===== config.mk =====
export PLATFORM = sky130hd
export DESIGN_NAME = pfc_port_pins
export DESIGN_NICKNAME = d
export VERILOG_FILES = /design/src/logic/pfc_pkg.sv /design/src/logic/pfc_cfg_decode.sv /design/src/logic/pfc_cfg_store.sv /design/src/logic/pfc_port_pins.sv
export SDC_FILE = /design/constraint.sdc
export NUM_CORES = 1
export LEC_CHECK = 0
export BUFFER_PORTS_ARGS = -buffer_cell sky130_fd_sc_hd__buf_2
export CAP_MARGIN = 30
export CORE_AREA = 2 2 277 279
export CTS_CLUSTER_DIAMETER = 80
export DETAILED_ROUTE_END_ITERATION = 10
export DIE_AREA = 0 0 279 281
export PLACE_DENSITY_LB_ADDON = 0.12
export SLEW_MARGIN = 40
export SYNTH_ARGS = -nofsm -noshare
export SYNTH_HDL_FRONTEND = slang
export SYNTH_SLANG_ARGS = --single-unit

===== constraint.sdc =====
create_clock -name ref_clk -period 30.6 [get_ports ref_clk]
set_input_delay 0 -clock ref_clk [delete_from_list [all_inputs] [get_ports ref_clk]]
set_output_delay 0 -clock ref_clk [all_outputs]
set_load 0.02 [all_outputs]

===== src/logic/pfc_pkg.sv =====
`default_nettype none
package pfc_pkg;

  // Port geometry.
  localparam int NUM_PORTS = 10;
  localparam int PORT_W = 8;
  localparam int NUM_PINS = NUM_PORTS * PORT_W;

  // Configuration planes as software addresses them.
  localparam logic [1:0] PLANE_BIT0 = 2'h0;
  localparam logic [1:0] PLANE_BIT1 = 2'h1;
  localparam logic [1:0] PLANE_BIT2 = 2'h2;

  // Configuration codes, written {bit2, bit1, bit0}.
  localparam logic [2:0] CODE_IN_TTL = 3'h0;
  localparam logic [2:0] CODE_IN_CMOS = 3'h4;
  localparam logic [2:0] CODE_OUT_PP = 3'h2;
  localparam logic [2:0] CODE_OUT_OD = 3'h6;
  localparam logic [2:0] CODE_AF_IN_TTL = 3'h1;
  localparam logic [2:0] CODE_AF_IN_CMOS = 3'h5;
  localparam logic [2:0] CODE_AF_OUT_PP = 3'h3;
  localparam logic [2:0] CODE_AF_BIDIR = 3'h7;

  // Fixed pin characteristics, one bit per pin, port 9 in the top byte.
  localparam logic [NUM_PINS-1:0] SCHMITT_MASK = 80'hff_ff_ff_3f_f7_db_f6_33_00_00;
  localparam logic [NUM_PINS-1:0] PURE_OD_MASK = 80'h00_00_00_00_00_c0_00_0c_00_00;
  localparam logic [NUM_PINS-1:0] PULLUP_MASK = 80'hff_ff_ff_3f_08_2e_fe_f3_00_00;
  localparam logic [NUM_PINS-1:0] ANALOG_MASK = 80'h00_ff_ff_00_00_00_00_00_00_00;

  // Reset value of each configuration plane.
  localparam logic [NUM_PINS-1:0] RST_PLANE0 = 80'h00_00_00_00_00_00_00_00_00_00;
  localparam logic [NUM_PINS-1:0] RST_PLANE1 = 80'hff_fc_00_00_00_02_00_00_ff_ff;
  localparam logic [NUM_PINS-1:0] RST_PLANE2 = 80'hff_fc_00_00_08_26_08_cc_ff_ff;

  // Pin positions of the named alternate functions.
  localparam int PIN_SERIAL0_RX = 5 * 8 + 2;
  localparam int PIN_SERIAL0_TX = 5 * 8 + 3;
  localparam int PIN_TIMER0_CAP_CMP = 3 * 8 + 2;
  localparam int PIN_TIMER0_CLK_SS = 3 * 8 + 4;
  localparam int PIN_SPI_SCK = 3 * 8 + 7;
  localparam int BASE_EXT_AD = 0 * 8;
  localparam int BASE_EXT_HI = 1 * 8;
  localparam int BASE_CONV0 = 7 * 8;

  // Decoded per-pin controls.
  typedef struct packed {
    logic drive_en;
    logic open_drain;
    logic af_sel;
    logic af_bidir;
    logic cmos_level;
    logic analog_en;
  } pfc_pin_ctl_t;

  // Pad-side signals of one pin.
  typedef struct packed {
    logic out;
    logic oe;
    logic pullup_en;
    logic cmos_sel;
    logic analog_en;
  } pfc_pad_t;

endpackage
`default_nettype wire


===== src/logic/pfc_cfg_decode.sv =====
`timescale 1ns/1ps
`default_nettype none
// Turns one pin's three configuration bits and its fixed cell traits into controls.
module pfc_cfg_decode (
  // Configuration code and cell traits.
  input wire logic [2:0] cfg,
  input wire logic has_schmitt,
  input wire logic pure_od,
  input wire logic analog_cap,
  // Decoded controls.
  output pfc_pkg::pfc_pin_ctl_t ctl
);

  // Bit0 picks the alternate function, bit1 the output stage, bit2 the level or drive type.
  always_comb begin
    ctl.af_sel = cfg[0];
    ctl.analog_en = analog_cap && (cfg == pfc_pkg::CODE_AF_BIDIR);
    ctl.af_bidir = (cfg == pfc_pkg::CODE_AF_BIDIR) && !analog_cap;
    ctl.drive_en = cfg[1] && !(cfg[0] && cfg[2]);
    // Pure open-drain cells ignore push-pull, other cells use bit2 for open drain when bit0 is clear.
    ctl.open_drain = pure_od || (cfg[2] && !cfg[0]);
    // A Schmitt stage or an analog connection overrides the level choice.
    ctl.cmos_level = cfg[2] && !has_schmitt && !ctl.analog_en;
  end

endmodule // pfc_cfg_decode
`default_nettype wire


===== src/logic/pfc_cfg_store.sv =====
`timescale 1ns/1ps
`default_nettype none
// Holds the three configuration planes of every port, written one port byte at a time.
module pfc_cfg_store #(
  parameter int NUM_PORTS = pfc_pkg::NUM_PORTS,
  parameter int PORT_W = pfc_pkg::PORT_W
) (
  input wire logic ref_clk,
  input wire logic rst,
  // Write request.
  input wire logic wr_en,
  input wire logic [3:0] wr_port,
  input wire logic [1:0] wr_plane,
  input wire logic [PORT_W-1:0] wr_data,
  // Configuration planes, and the same with a write in flight already applied.
  output logic [NUM_PORTS*PORT_W-1:0] plane_reg [3],
  output logic [NUM_PORTS*PORT_W-1:0] plane_view [3]
);

  // Each plane and port byte is its own group of flip-flops, so bits stay independent.
  for (genvar p = 0; p < 3; p++) begin : g_plane
    for (genvar n = 0; n < NUM_PORTS; n++) begin : g_port
      // A constant, so the asynchronous reset branch loads nothing but constants.
      localparam logic [PORT_W-1:0] RST_VAL =
        (p == 0) ? pfc_pkg::RST_PLANE0[n*PORT_W +: PORT_W] :
        (p == 1) ? pfc_pkg::RST_PLANE1[n*PORT_W +: PORT_W] :
                   pfc_pkg::RST_PLANE2[n*PORT_W +: PORT_W];
      logic hit;
      assign hit = wr_en && (wr_port == 4'(n)) && (wr_plane == 2'(p));
      // Reset puts each pin in its documented default mode.
      always_ff @(posedge ref_clk or posedge rst) begin
        if (rst) begin
          plane_reg[p][n*PORT_W +: PORT_W] <= RST_VAL;
        end else if (hit) begin
          plane_reg[p][n*PORT_W +: PORT_W] <= wr_data;
        end
      end
      // Write-through view lets the pads follow on the edge that takes the write.
      assign plane_view[p][n*PORT_W +: PORT_W] = hit ? wr_data :
                                                 plane_reg[p][n*PORT_W +: PORT_W];
    end
  end

endmodule // pfc_cfg_store
`default_nettype wire


===== src/logic/pfc_port_pins.sv =====
`timescale 1ns/1ps
`default_nettype none
module pfc_port_pins #(
  parameter int NUM_PORTS = pfc_pkg::NUM_PORTS,
  parameter int PORT_W = pfc_pkg::PORT_W
) (
  // Clock and reset.
  input wire logic ref_clk,
  input wire logic rst,
  // Configuration write port.
  input wire logic cfg_wr_en,
  input wire logic [3:0] cfg_wr_port,
  input wire logic [1:0] cfg_wr_plane,
  input wire logic [PORT_W-1:0] cfg_wr_data,
  // General-purpose data.
  input wire logic [NUM_PORTS*PORT_W-1:0] gpio_data_out,
  output logic [NUM_PORTS*PORT_W-1:0] gpio_data_in,
  // Pads.
  input wire logic [NUM_PORTS*PORT_W-1:0] pad_in,
  output logic [NUM_PORTS*PORT_W-1:0] pad_out,
  output logic [NUM_PORTS*PORT_W-1:0] pad_oe,
  output logic [NUM_PORTS*PORT_W-1:0] weak_pullup_en,
  output logic [NUM_PORTS*PORT_W-1:0] pad_cmos_sel,
  output logic [NUM_PORTS*PORT_W-1:0] pad_analog_en,
  // External memory interface.
  input wire logic ext_mem_en,
  input wire logic [7:0] ext_mem_addr_data_out,
  input wire logic ext_mem_addr_data_oe,
  input wire logic [7:0] ext_mem_addr_high,
  output logic [7:0] ext_mem_addr_data_in,
  // First serial interface.
  input wire logic serial0_en,
  input wire logic serial0_tx_data,
  output logic serial0_rx_data,
  // SPI.
  input wire logic spi_en,
  input wire logic spi_master,
  input wire logic spi_sck_out,
  output logic spi_sck_in,
  output logic spi_slave_select,
  // Extended timer 0.
  input wire logic timer0_en,
  input wire logic timer0_compare_a,
  output logic timer0_capture_a,
  output logic timer0_ext_clock_in,
  // Wake-up controller.
  input wire logic wake_en,
  output logic wake_line_0,
  // Analog converter 0 channel switches.
  output logic [7:0] converter0_channel
);

  localparam int NP = NUM_PORTS * PORT_W;

  // The characteristic masks and pin positions are laid out for ten eight-bit ports.
  if (NUM_PORTS != pfc_pkg::NUM_PORTS || PORT_W != pfc_pkg::PORT_W) begin : g_bad_geometry
    $error("pfc_port_pins: port geometry must match the fixed pin map");
  end

  logic [NP-1:0] plane_reg [3];
  logic [NP-1:0] plane_view [3];
  pfc_pkg::pfc_pin_ctl_t ctl [NP];
  logic [NP-1:0] af_out;
  logic [NP-1:0] af_oe;
  logic [NP-1:0] af_in_ok;
  pfc_pkg::pfc_pad_t pad_next [NP];

  // Configuration planes.
  pfc_cfg_store #(
    .NUM_PORTS(NUM_PORTS),
    .PORT_W(PORT_W)
  ) u_store (
    .ref_clk(ref_clk),
    .rst(rst),
    .wr_en(cfg_wr_en),
    .wr_port(cfg_wr_port),
    .wr_plane(cfg_wr_plane),
    .wr_data(cfg_wr_data),
    .plane_reg(plane_reg),
    .plane_view(plane_view)
  );

  // Per-pin decode and pad control, one copy per pin.
  for (genvar i = 0; i < NP; i++) begin : g_pin
    logic value;
    logic want_drive;

    pfc_cfg_decode u_dec (
      .cfg({plane_view[2][i], plane_view[1][i], plane_view[0][i]}),
      .has_schmitt(pfc_pkg::SCHMITT_MASK[i]),
      .pure_od(pfc_pkg::PURE_OD_MASK[i]),
      .analog_cap(pfc_pkg::ANALOG_MASK[i]),
      .ctl(ctl[i])
    );

    // Only the selected source reaches the pin: GPIO data or the one alternate output.
    assign value = ctl[i].af_sel ? af_out[i] : gpio_data_out[i];
    // A bidirectional function drives only while its peripheral asks to.
    assign want_drive = ctl[i].drive_en || (ctl[i].af_bidir && af_oe[i]);
    // An alternate input is blocked while the pin is in alternate push-pull output mode or is analog.
    assign af_in_ok[i] = !(ctl[i].af_sel && ctl[i].drive_en) && !ctl[i].analog_en;

    // Open drain keeps the low side only, so a high value releases the pin.
    always_comb begin
      pad_next[i].out = ctl[i].open_drain ? 1'b0 : value;
      pad_next[i].oe = want_drive && (!ctl[i].open_drain || !value);
      // Pull-up only where the cell has one, and only while the pin is not in an output code (drive_en clear).
      pad_next[i].pullup_en = pfc_pkg::PULLUP_MASK[i] && !ctl[i].drive_en &&
                              !ctl[i].analog_en;
      pad_next[i].cmos_sel = ctl[i].cmos_level;
      pad_next[i].analog_en = ctl[i].analog_en;
    end

    // Pad flip-flops; every pad output comes straight from here.
    always_ff @(posedge ref_clk or posedge rst) begin
      if (rst) begin
        pad_out[i] <= 1'b0;
        pad_oe[i] <= 1'b0;
        weak_pullup_en[i] <= 1'b0;
        pad_cmos_sel[i] <= 1'b0;
        pad_analog_en[i] <= 1'b0;
      end else begin
        pad_out[i] <= pad_next[i].out;
        pad_oe[i] <= pad_next[i].oe;
        weak_pullup_en[i] <= pad_next[i].pullup_en;
        pad_cmos_sel[i] <= pad_next[i].cmos_sel;
        pad_analog_en[i] <= pad_next[i].analog_en;
      end
    end

    // Digital read-back is forced low while the pin is an analog input.
    always_ff @(posedge ref_clk or posedge rst) begin
      if (rst) begin
        gpio_data_in[i] <= 1'b0;
      end else begin
        gpio_data_in[i] <= pad_in[i] && !ctl[i].analog_en;
      end
    end
  end

  // Alternate output sources. Each pin has one assignment at most, which is why
  // two outputs can never meet on a pin; unlisted pins have no alternate output.
  always_comb begin
    af_out = '0;
    af_oe = '0;
    for (int b = 0; b < 8; b++) begin
      // Port 0 is multiplexed address/data, driven while the bus cycle says so.
      af_out[pfc_pkg::BASE_EXT_AD + b] = ext_mem_addr_data_out[b];
      af_oe[pfc_pkg::BASE_EXT_AD + b] = ext_mem_en && ext_mem_addr_data_oe;
      // Port 1 carries the high address and drives in bidirectional mode whenever ext_mem_en is set.
      af_out[pfc_pkg::BASE_EXT_HI + b] = ext_mem_addr_high[b];
      af_oe[pfc_pkg::BASE_EXT_HI + b] = ext_mem_en;
    end
    af_out[pfc_pkg::PIN_SERIAL0_TX] = serial0_tx_data;
    af_oe[pfc_pkg::PIN_SERIAL0_TX] = serial0_en;
    af_out[pfc_pkg::PIN_TIMER0_CAP_CMP] = timer0_compare_a;
    af_oe[pfc_pkg::PIN_TIMER0_CAP_CMP] = timer0_en;
    // In code 111 the SPI clock leaves the pin only when the SPI is master; code 011 always drives it.
    af_out[pfc_pkg::PIN_SPI_SCK] = spi_sck_out;
    af_oe[pfc_pkg::PIN_SPI_SCK] = spi_en && spi_master;
  end

  // External memory data in: sampled only while port 0 is in its bidirectional mode.
  always_ff @(posedge ref_clk or posedge rst) begin
    if (rst) begin
      ext_mem_addr_data_in <= 8'h00;
    end else begin
      for (int b = 0; b < 8; b++) begin
        ext_mem_addr_data_in[b] <= ext_mem_en && ctl[pfc_pkg::BASE_EXT_AD + b].af_bidir &&
                                   pad_in[pfc_pkg::BASE_EXT_AD + b];
      end
    end
  end

  // Serial receive data follows the pin as soon as the serial interface is on, in every code but 011.
  // No code 101 is needed for this; that code only adds the level choice.
  always_ff @(posedge ref_clk or posedge rst) begin
    if (rst) begin
      serial0_rx_data <= 1'b1;
    end else begin
      serial0_rx_data <= serial0_en && af_in_ok[pfc_pkg::PIN_SERIAL0_RX] ?
                         pad_in[pfc_pkg::PIN_SERIAL0_RX] : 1'b1;
    end
  end

  // SPI clock input for a slave and the shared wake line on the same pin.
  // The wake line stays connected even while the master drives the clock out.
  always_ff @(posedge ref_clk or posedge rst) begin
    if (rst) begin
      spi_sck_in <= 1'b0;
      wake_line_0 <= 1'b0;
    end else begin
      spi_sck_in <= spi_en && !spi_master && af_in_ok[pfc_pkg::PIN_SPI_SCK] &&
                    pad_in[pfc_pkg::PIN_SPI_SCK];
      wake_line_0 <= wake_en && !ctl[pfc_pkg::PIN_SPI_SCK].analog_en &&
                     pad_in[pfc_pkg::PIN_SPI_SCK];
    end
  end

  // Timer 0 capture A is cut off while the shared pin is in alternate push-pull output mode for compare A.
  always_ff @(posedge ref_clk or posedge rst) begin
    if (rst) begin
      timer0_capture_a <= 1'b0;
    end else begin
      timer0_capture_a <= timer0_en && af_in_ok[pfc_pkg::PIN_TIMER0_CAP_CMP] &&
                          pad_in[pfc_pkg::PIN_TIMER0_CAP_CMP];
    end
  end

  // One pin feeds two inputs at once; both are inputs so nothing contends.
  // Slave select idles high so a disabled SPI never sees itself selected.
  always_ff @(posedge ref_clk or posedge rst) begin
    if (rst) begin
      timer0_ext_clock_in <= 1'b0;
      spi_slave_select <= 1'b1;
    end else begin
      timer0_ext_clock_in <= timer0_en && af_in_ok[pfc_pkg::PIN_TIMER0_CLK_SS] &&
                             pad_in[pfc_pkg::PIN_TIMER0_CLK_SS];
      spi_slave_select <= (spi_en && af_in_ok[pfc_pkg::PIN_TIMER0_CLK_SS]) ?
                          pad_in[pfc_pkg::PIN_TIMER0_CLK_SS] : 1'b1;
    end
  end

  // Converter channel switches close only on explicit code 111, never implicitly.
  always_ff @(posedge ref_clk or posedge rst) begin
    if (rst) begin
      converter0_channel <= 8'h00;
    end else begin
      for (int b = 0; b < 8; b++) begin
        converter0_channel[b] <= ctl[pfc_pkg::BASE_CONV0 + b].analog_en;
      end
    end
  end

endmodule // pfc_port_pins
`default_nettype wire


==> reports/qor.log <==
qor: cells_and_area.number_of_filler_instances_in_the_final_layout 7358
qor: placed_design.port-buffer-count 551
qor: clocking.cts_setup_buffers 0
qor: detailed_routing.final_routed_drc_violation_total 0
qor: cells_and_area.fin_area 30550 sq um
qor: synth.yosys_most_used_dff sky130_fd_sc_hd__dfrtp_1
qor: power_and_ir_drop.max-vdd-ir-drop 0.03223 mV
qor: worst_setup_path.critPathMaxFanout 122
qor: detailed_routing.dr.first_iter.drc_count 854
qor: synth.sequential_cell_area_fraction_in_the_yosys_report 62.57%
qor: power_and_ir_drop.cellPowerDensity 66.45 nW/um^2
qor: floorplan.overall_die_width 279 microns
qor: synth.postSynthCellCount 1899
qor: clocking.tritoncts built
qor: worst_setup_path.worst_ep_arrival_time 3780 ps
qor: worst_setup_path.worst_setup_path_start_kind input pin
qor: hold_path.worst_hold_path_type in2async
qor: synth.ys_async_sr_fraction 100.0%
qor: synth.synth.distinct_cells 69
qor: cells_and_area.synthToLayoutAreaGrowth 31.32%
qor: floorplan.starting_density 30.83%
qor: clocking.cts.sinks 578
qor: detailed_routing.drt_pre_antenna_iters 5
qor: sta.final.hold.worst_slack -5.038 ps
qor: synth.synth_register_bits 578
qor: detailed_routing.routed_wirelength 77.51 mm
qor: cells_and_area.fin_nets 2839
qor: worst_setup_path.worstSetupPathType in2async
qor: sta.rsz0062_at_grt false
qor: placed_design.dp_hpwl 52.49 mm
qor: grt.maximum_number_of_pins_on_one_net_before_global_route_repair 123
qor: sta.timing.setup.tns 0 ps
qor: cells_and_area.drive_gt1_share 32.59%
qor: synth.syn_avg_cell_area 12.25 sq um
qor: clocking.clk_path_buf_depth 3
qor: power_and_ir_drop.leakage 0.01560 uW
qor: worst_setup_path.critPathRequiredTime 31250 ps
qor: sta.tightestPinTransition 858.8 ps
qor: placed_design.detailed_place.area 26370 sq um
qor: floorplan.floorplan.die.height 281 microns
qor: sta.drv_slew 0
qor: sta.final_min_period_over_clock_period 10.24%
qor: cells_and_area.stdcell_count 3667
qor: synth.syn-cell-area 23260 sq um
qor: status.violations negative hold slack
qor: synth.yosys_warnings 0
qor: clocking.clk_latency 600 ps
qor: cells_and_area.largest_register_ffs 239
qor: synth.synth-edff-count 0
qor: grt.gr-total-overflow 0
qor: status.run_status finished with violations
qor: grt.groute.usage.overall 19.21%
qor: sta.maxClockFrequency 319.1 MHz
qor: sta.setup_viol_count_final 0
qor: placed_design.globalplace.congestion 0.7903
qor: grt.first_pass_grt_wire_length 112.5 mm
qor: worst_setup_path.worst_setup_path_end_kind async pin
qor: floorplan.io_pins 705
qor: sta.final.setup_skew 22.89 ps
qor: sta.timing.slew.headroom 42.68%
qor: run.drv.max_cap_violation_count 0
qor: clocking.clk_pin_slew 60 ps
qor: detailed_routing.antenna_left 0
qor: floorplan.floorplan.core_area 75440 sq um
qor: grt.grt_antenna_before_repair 7
qor: clocking.cts_buffers 68
qor: grt.grt_pass1_vias 17640
qor: clocking.htreeDepth 3
qor: sta.min_period 3134 ps
qor: floorplan.design.die.area 78400 sq um
qor: detailed_routing.num_vias 17050
qor: detailed_routing.vias_per_cell 4.650
qor: sta.hold_viol 3
qor: placed_design.placed_cells_incl_taps 3347
qor: detailed_routing.wl_per_cell 21.14 microns
qor: clocking.cts.root.buffer_cell sky130_fd_sc_hd__clkbuf_16
qor: clocking.cts_resized 0
qor: floorplan.floorplan.rows 101
## critical path: stages
cell	delay [ps]
sky130_fd_sc_hd__dlygate4sd3_1	540
sky130_fd_sc_hd__buf_2	160
sky130_fd_sc_hd__clkinv_8	350
sky130_fd_sc_hd__buf_6	570
sky130_fd_sc_hd__buf_6	610
sky130_fd_sc_hd__buf_6	550
sky130_fd_sc_hd__clkbuf_8	680
## cell usage in the layout, fill, tap and decap left out, drive strengths merged, types with 32 or more instances in the layout
master,Yosys,layout
mux2,84,84
dlygate4sd3,0,197
nand2,33,33
o31a,32,32
buf,203,574
clkbuf,54,104
and3,48,48
dfstp,72,72
o21ai,118,118
a21oi,52,52
inv,162,164
conb,1,153
nor3,122,122
dfrtp,506,506
nand3,41,41
mux2i,75,75
## metal layers
metal	global-route usage (%)	wire [microns]
met1	23.63	32010
met2	33.23	39070
met3	4.606	4512
met4	6.079	1849
met5	0	68
## logic make-up after synthesis
kind of cell	count (synthesis)	synth area share [%]
buffers and inverters	420	9.849
DFF	578	62.57
other	1	0.01612
muxes	159	7.327
and+or+nand+nor	377	9.828
AOI/OAI and AO/OA	364	10.41
## area by class of cell
type / instances / area (sq um) / area share (%)
Sequential cell: 578 / 14550 / 47.65
Multi-Input combinational cell: 1053 / 7025 / 23.00
Timing Repair Buffer: 772 / 4936 / 16.16
Clock buffer: 103 / 1934 / 6.333
Tap cell: 978 / 1224 / 4.006
Inverter: 163 / 624.3 / 2.044
Clock inverter: 19 / 245.2 / 0.8029
Antenna cell: 1 / 2.502 / 0.008192
## cell usage after synthesis, types with 4 or more instances
cell / number / area, sq um
sky130_fd_sc_hd__a211o_1: 10 / 87.58
sky130_fd_sc_hd__a211oi_1: 12 / 90.09
sky130_fd_sc_hd__a21boi_0: 21 / 157.7
sky130_fd_sc_hd__a21boi_1: 10 / 75.07
sky130_fd_sc_hd__a21o_1: 18 / 135.1
sky130_fd_sc_hd__a21oi_1: 48 / 240.2
sky130_fd_sc_hd__a21oi_2: 4 / 35.03
sky130_fd_sc_hd__a22oi_1: 9 / 67.56
sky130_fd_sc_hd__a31o_2: 8 / 70.07
sky130_fd_sc_hd__a31oi_1: 9 / 56.30
sky130_fd_sc_hd__and2_1: 19 / 118.9
sky130_fd_sc_hd__and3_1: 48 / 300.3
sky130_fd_sc_hd__buf_1: 5 / 18.77
sky130_fd_sc_hd__buf_2: 22 / 110.1
sky130_fd_sc_hd__buf_4: 169 / 1269
sky130_fd_sc_hd__buf_6: 7 / 78.83
sky130_fd_sc_hd__clkbuf_1: 54 / 202.7
sky130_fd_sc_hd__dfrtp_1: 506 / 12660
sky130_fd_sc_hd__dfstp_2: 72 / 1892
sky130_fd_sc_hd__inv_1: 162 / 608.1
sky130_fd_sc_hd__mux2_2: 84 / 945.9
sky130_fd_sc_hd__mux2i_1: 73 / 730.7
sky130_fd_sc_hd__nand2_1: 31 / 116.4
sky130_fd_sc_hd__nand3_1: 38 / 190.2
sky130_fd_sc_hd__nand3b_1: 14 / 105.1
sky130_fd_sc_hd__nand4_1: 19 / 118.9
sky130_fd_sc_hd__nor2_1: 10 / 37.54
sky130_fd_sc_hd__nor2b_1: 31 / 193.9
sky130_fd_sc_hd__nor3_1: 118 / 590.6
sky130_fd_sc_hd__nor3_4: 4 / 65.06
sky130_fd_sc_hd__nor4_1: 6 / 37.54
sky130_fd_sc_hd__o211ai_1: 12 / 90.09
sky130_fd_sc_hd__o21a_1: 12 / 90.09
sky130_fd_sc_hd__o21ai_0: 104 / 520.5
sky130_fd_sc_hd__o21ai_1: 11 / 55.05
sky130_fd_sc_hd__o22ai_1: 11 / 68.82
sky130_fd_sc_hd__o311ai_0: 15 / 131.4
sky130_fd_sc_hd__o311ai_1: 6 / 52.55
sky130_fd_sc_hd__o31a_1: 32 / 280.3
## metrics by stage
stage	utilization [%]	hold WS [ps]	total power [uW]	setup slack, ps
4_1_cts	40.45	1.788	2060	26930
5_1_grt	40.48	9.688	2125	26960
2_1_floorplan	-	31.43	1115	14550
3_3_place_gp	34.90	108.7	1221	26060
3_5_place_dp	34.95	109.5	1226	26820
6_report	40.49	-5.038	2030	27470
## repair_timing
action                                  in CTS  in global routing
endpoints found under the setup margin       0                  0
hold endpoints to repair                   365                  0
hold buffers                               197                  0
## final timing paths
kind / startpoint / end / slack, ps / depth (start not counted)
max in group ref_clk: cfg_wr_data[0] / pad_out[0] / 28120 / 7
min in group ref_clk: pad_in[16] / gpio_data_in[16] / 40 / 2
setup / recovery: rst / pad_out[55] / 27470 / 7
hold reg to reg: u_store.plane_reg[140] / weak_pullup_en[60] / 480 / 1
hold / removal: rst / gpio_data_in[76] / -5 / 3
setup reg to reg: u_store.plane_reg[9] / pad_out[9] / 28970 / 4
## where the power goes
part	internal, uW	total (uW)	switching [uW]
combinational	119	340	221
sequential	862	894	32.5
clock	473	796	323
Power figures use the tool's default switching activity.
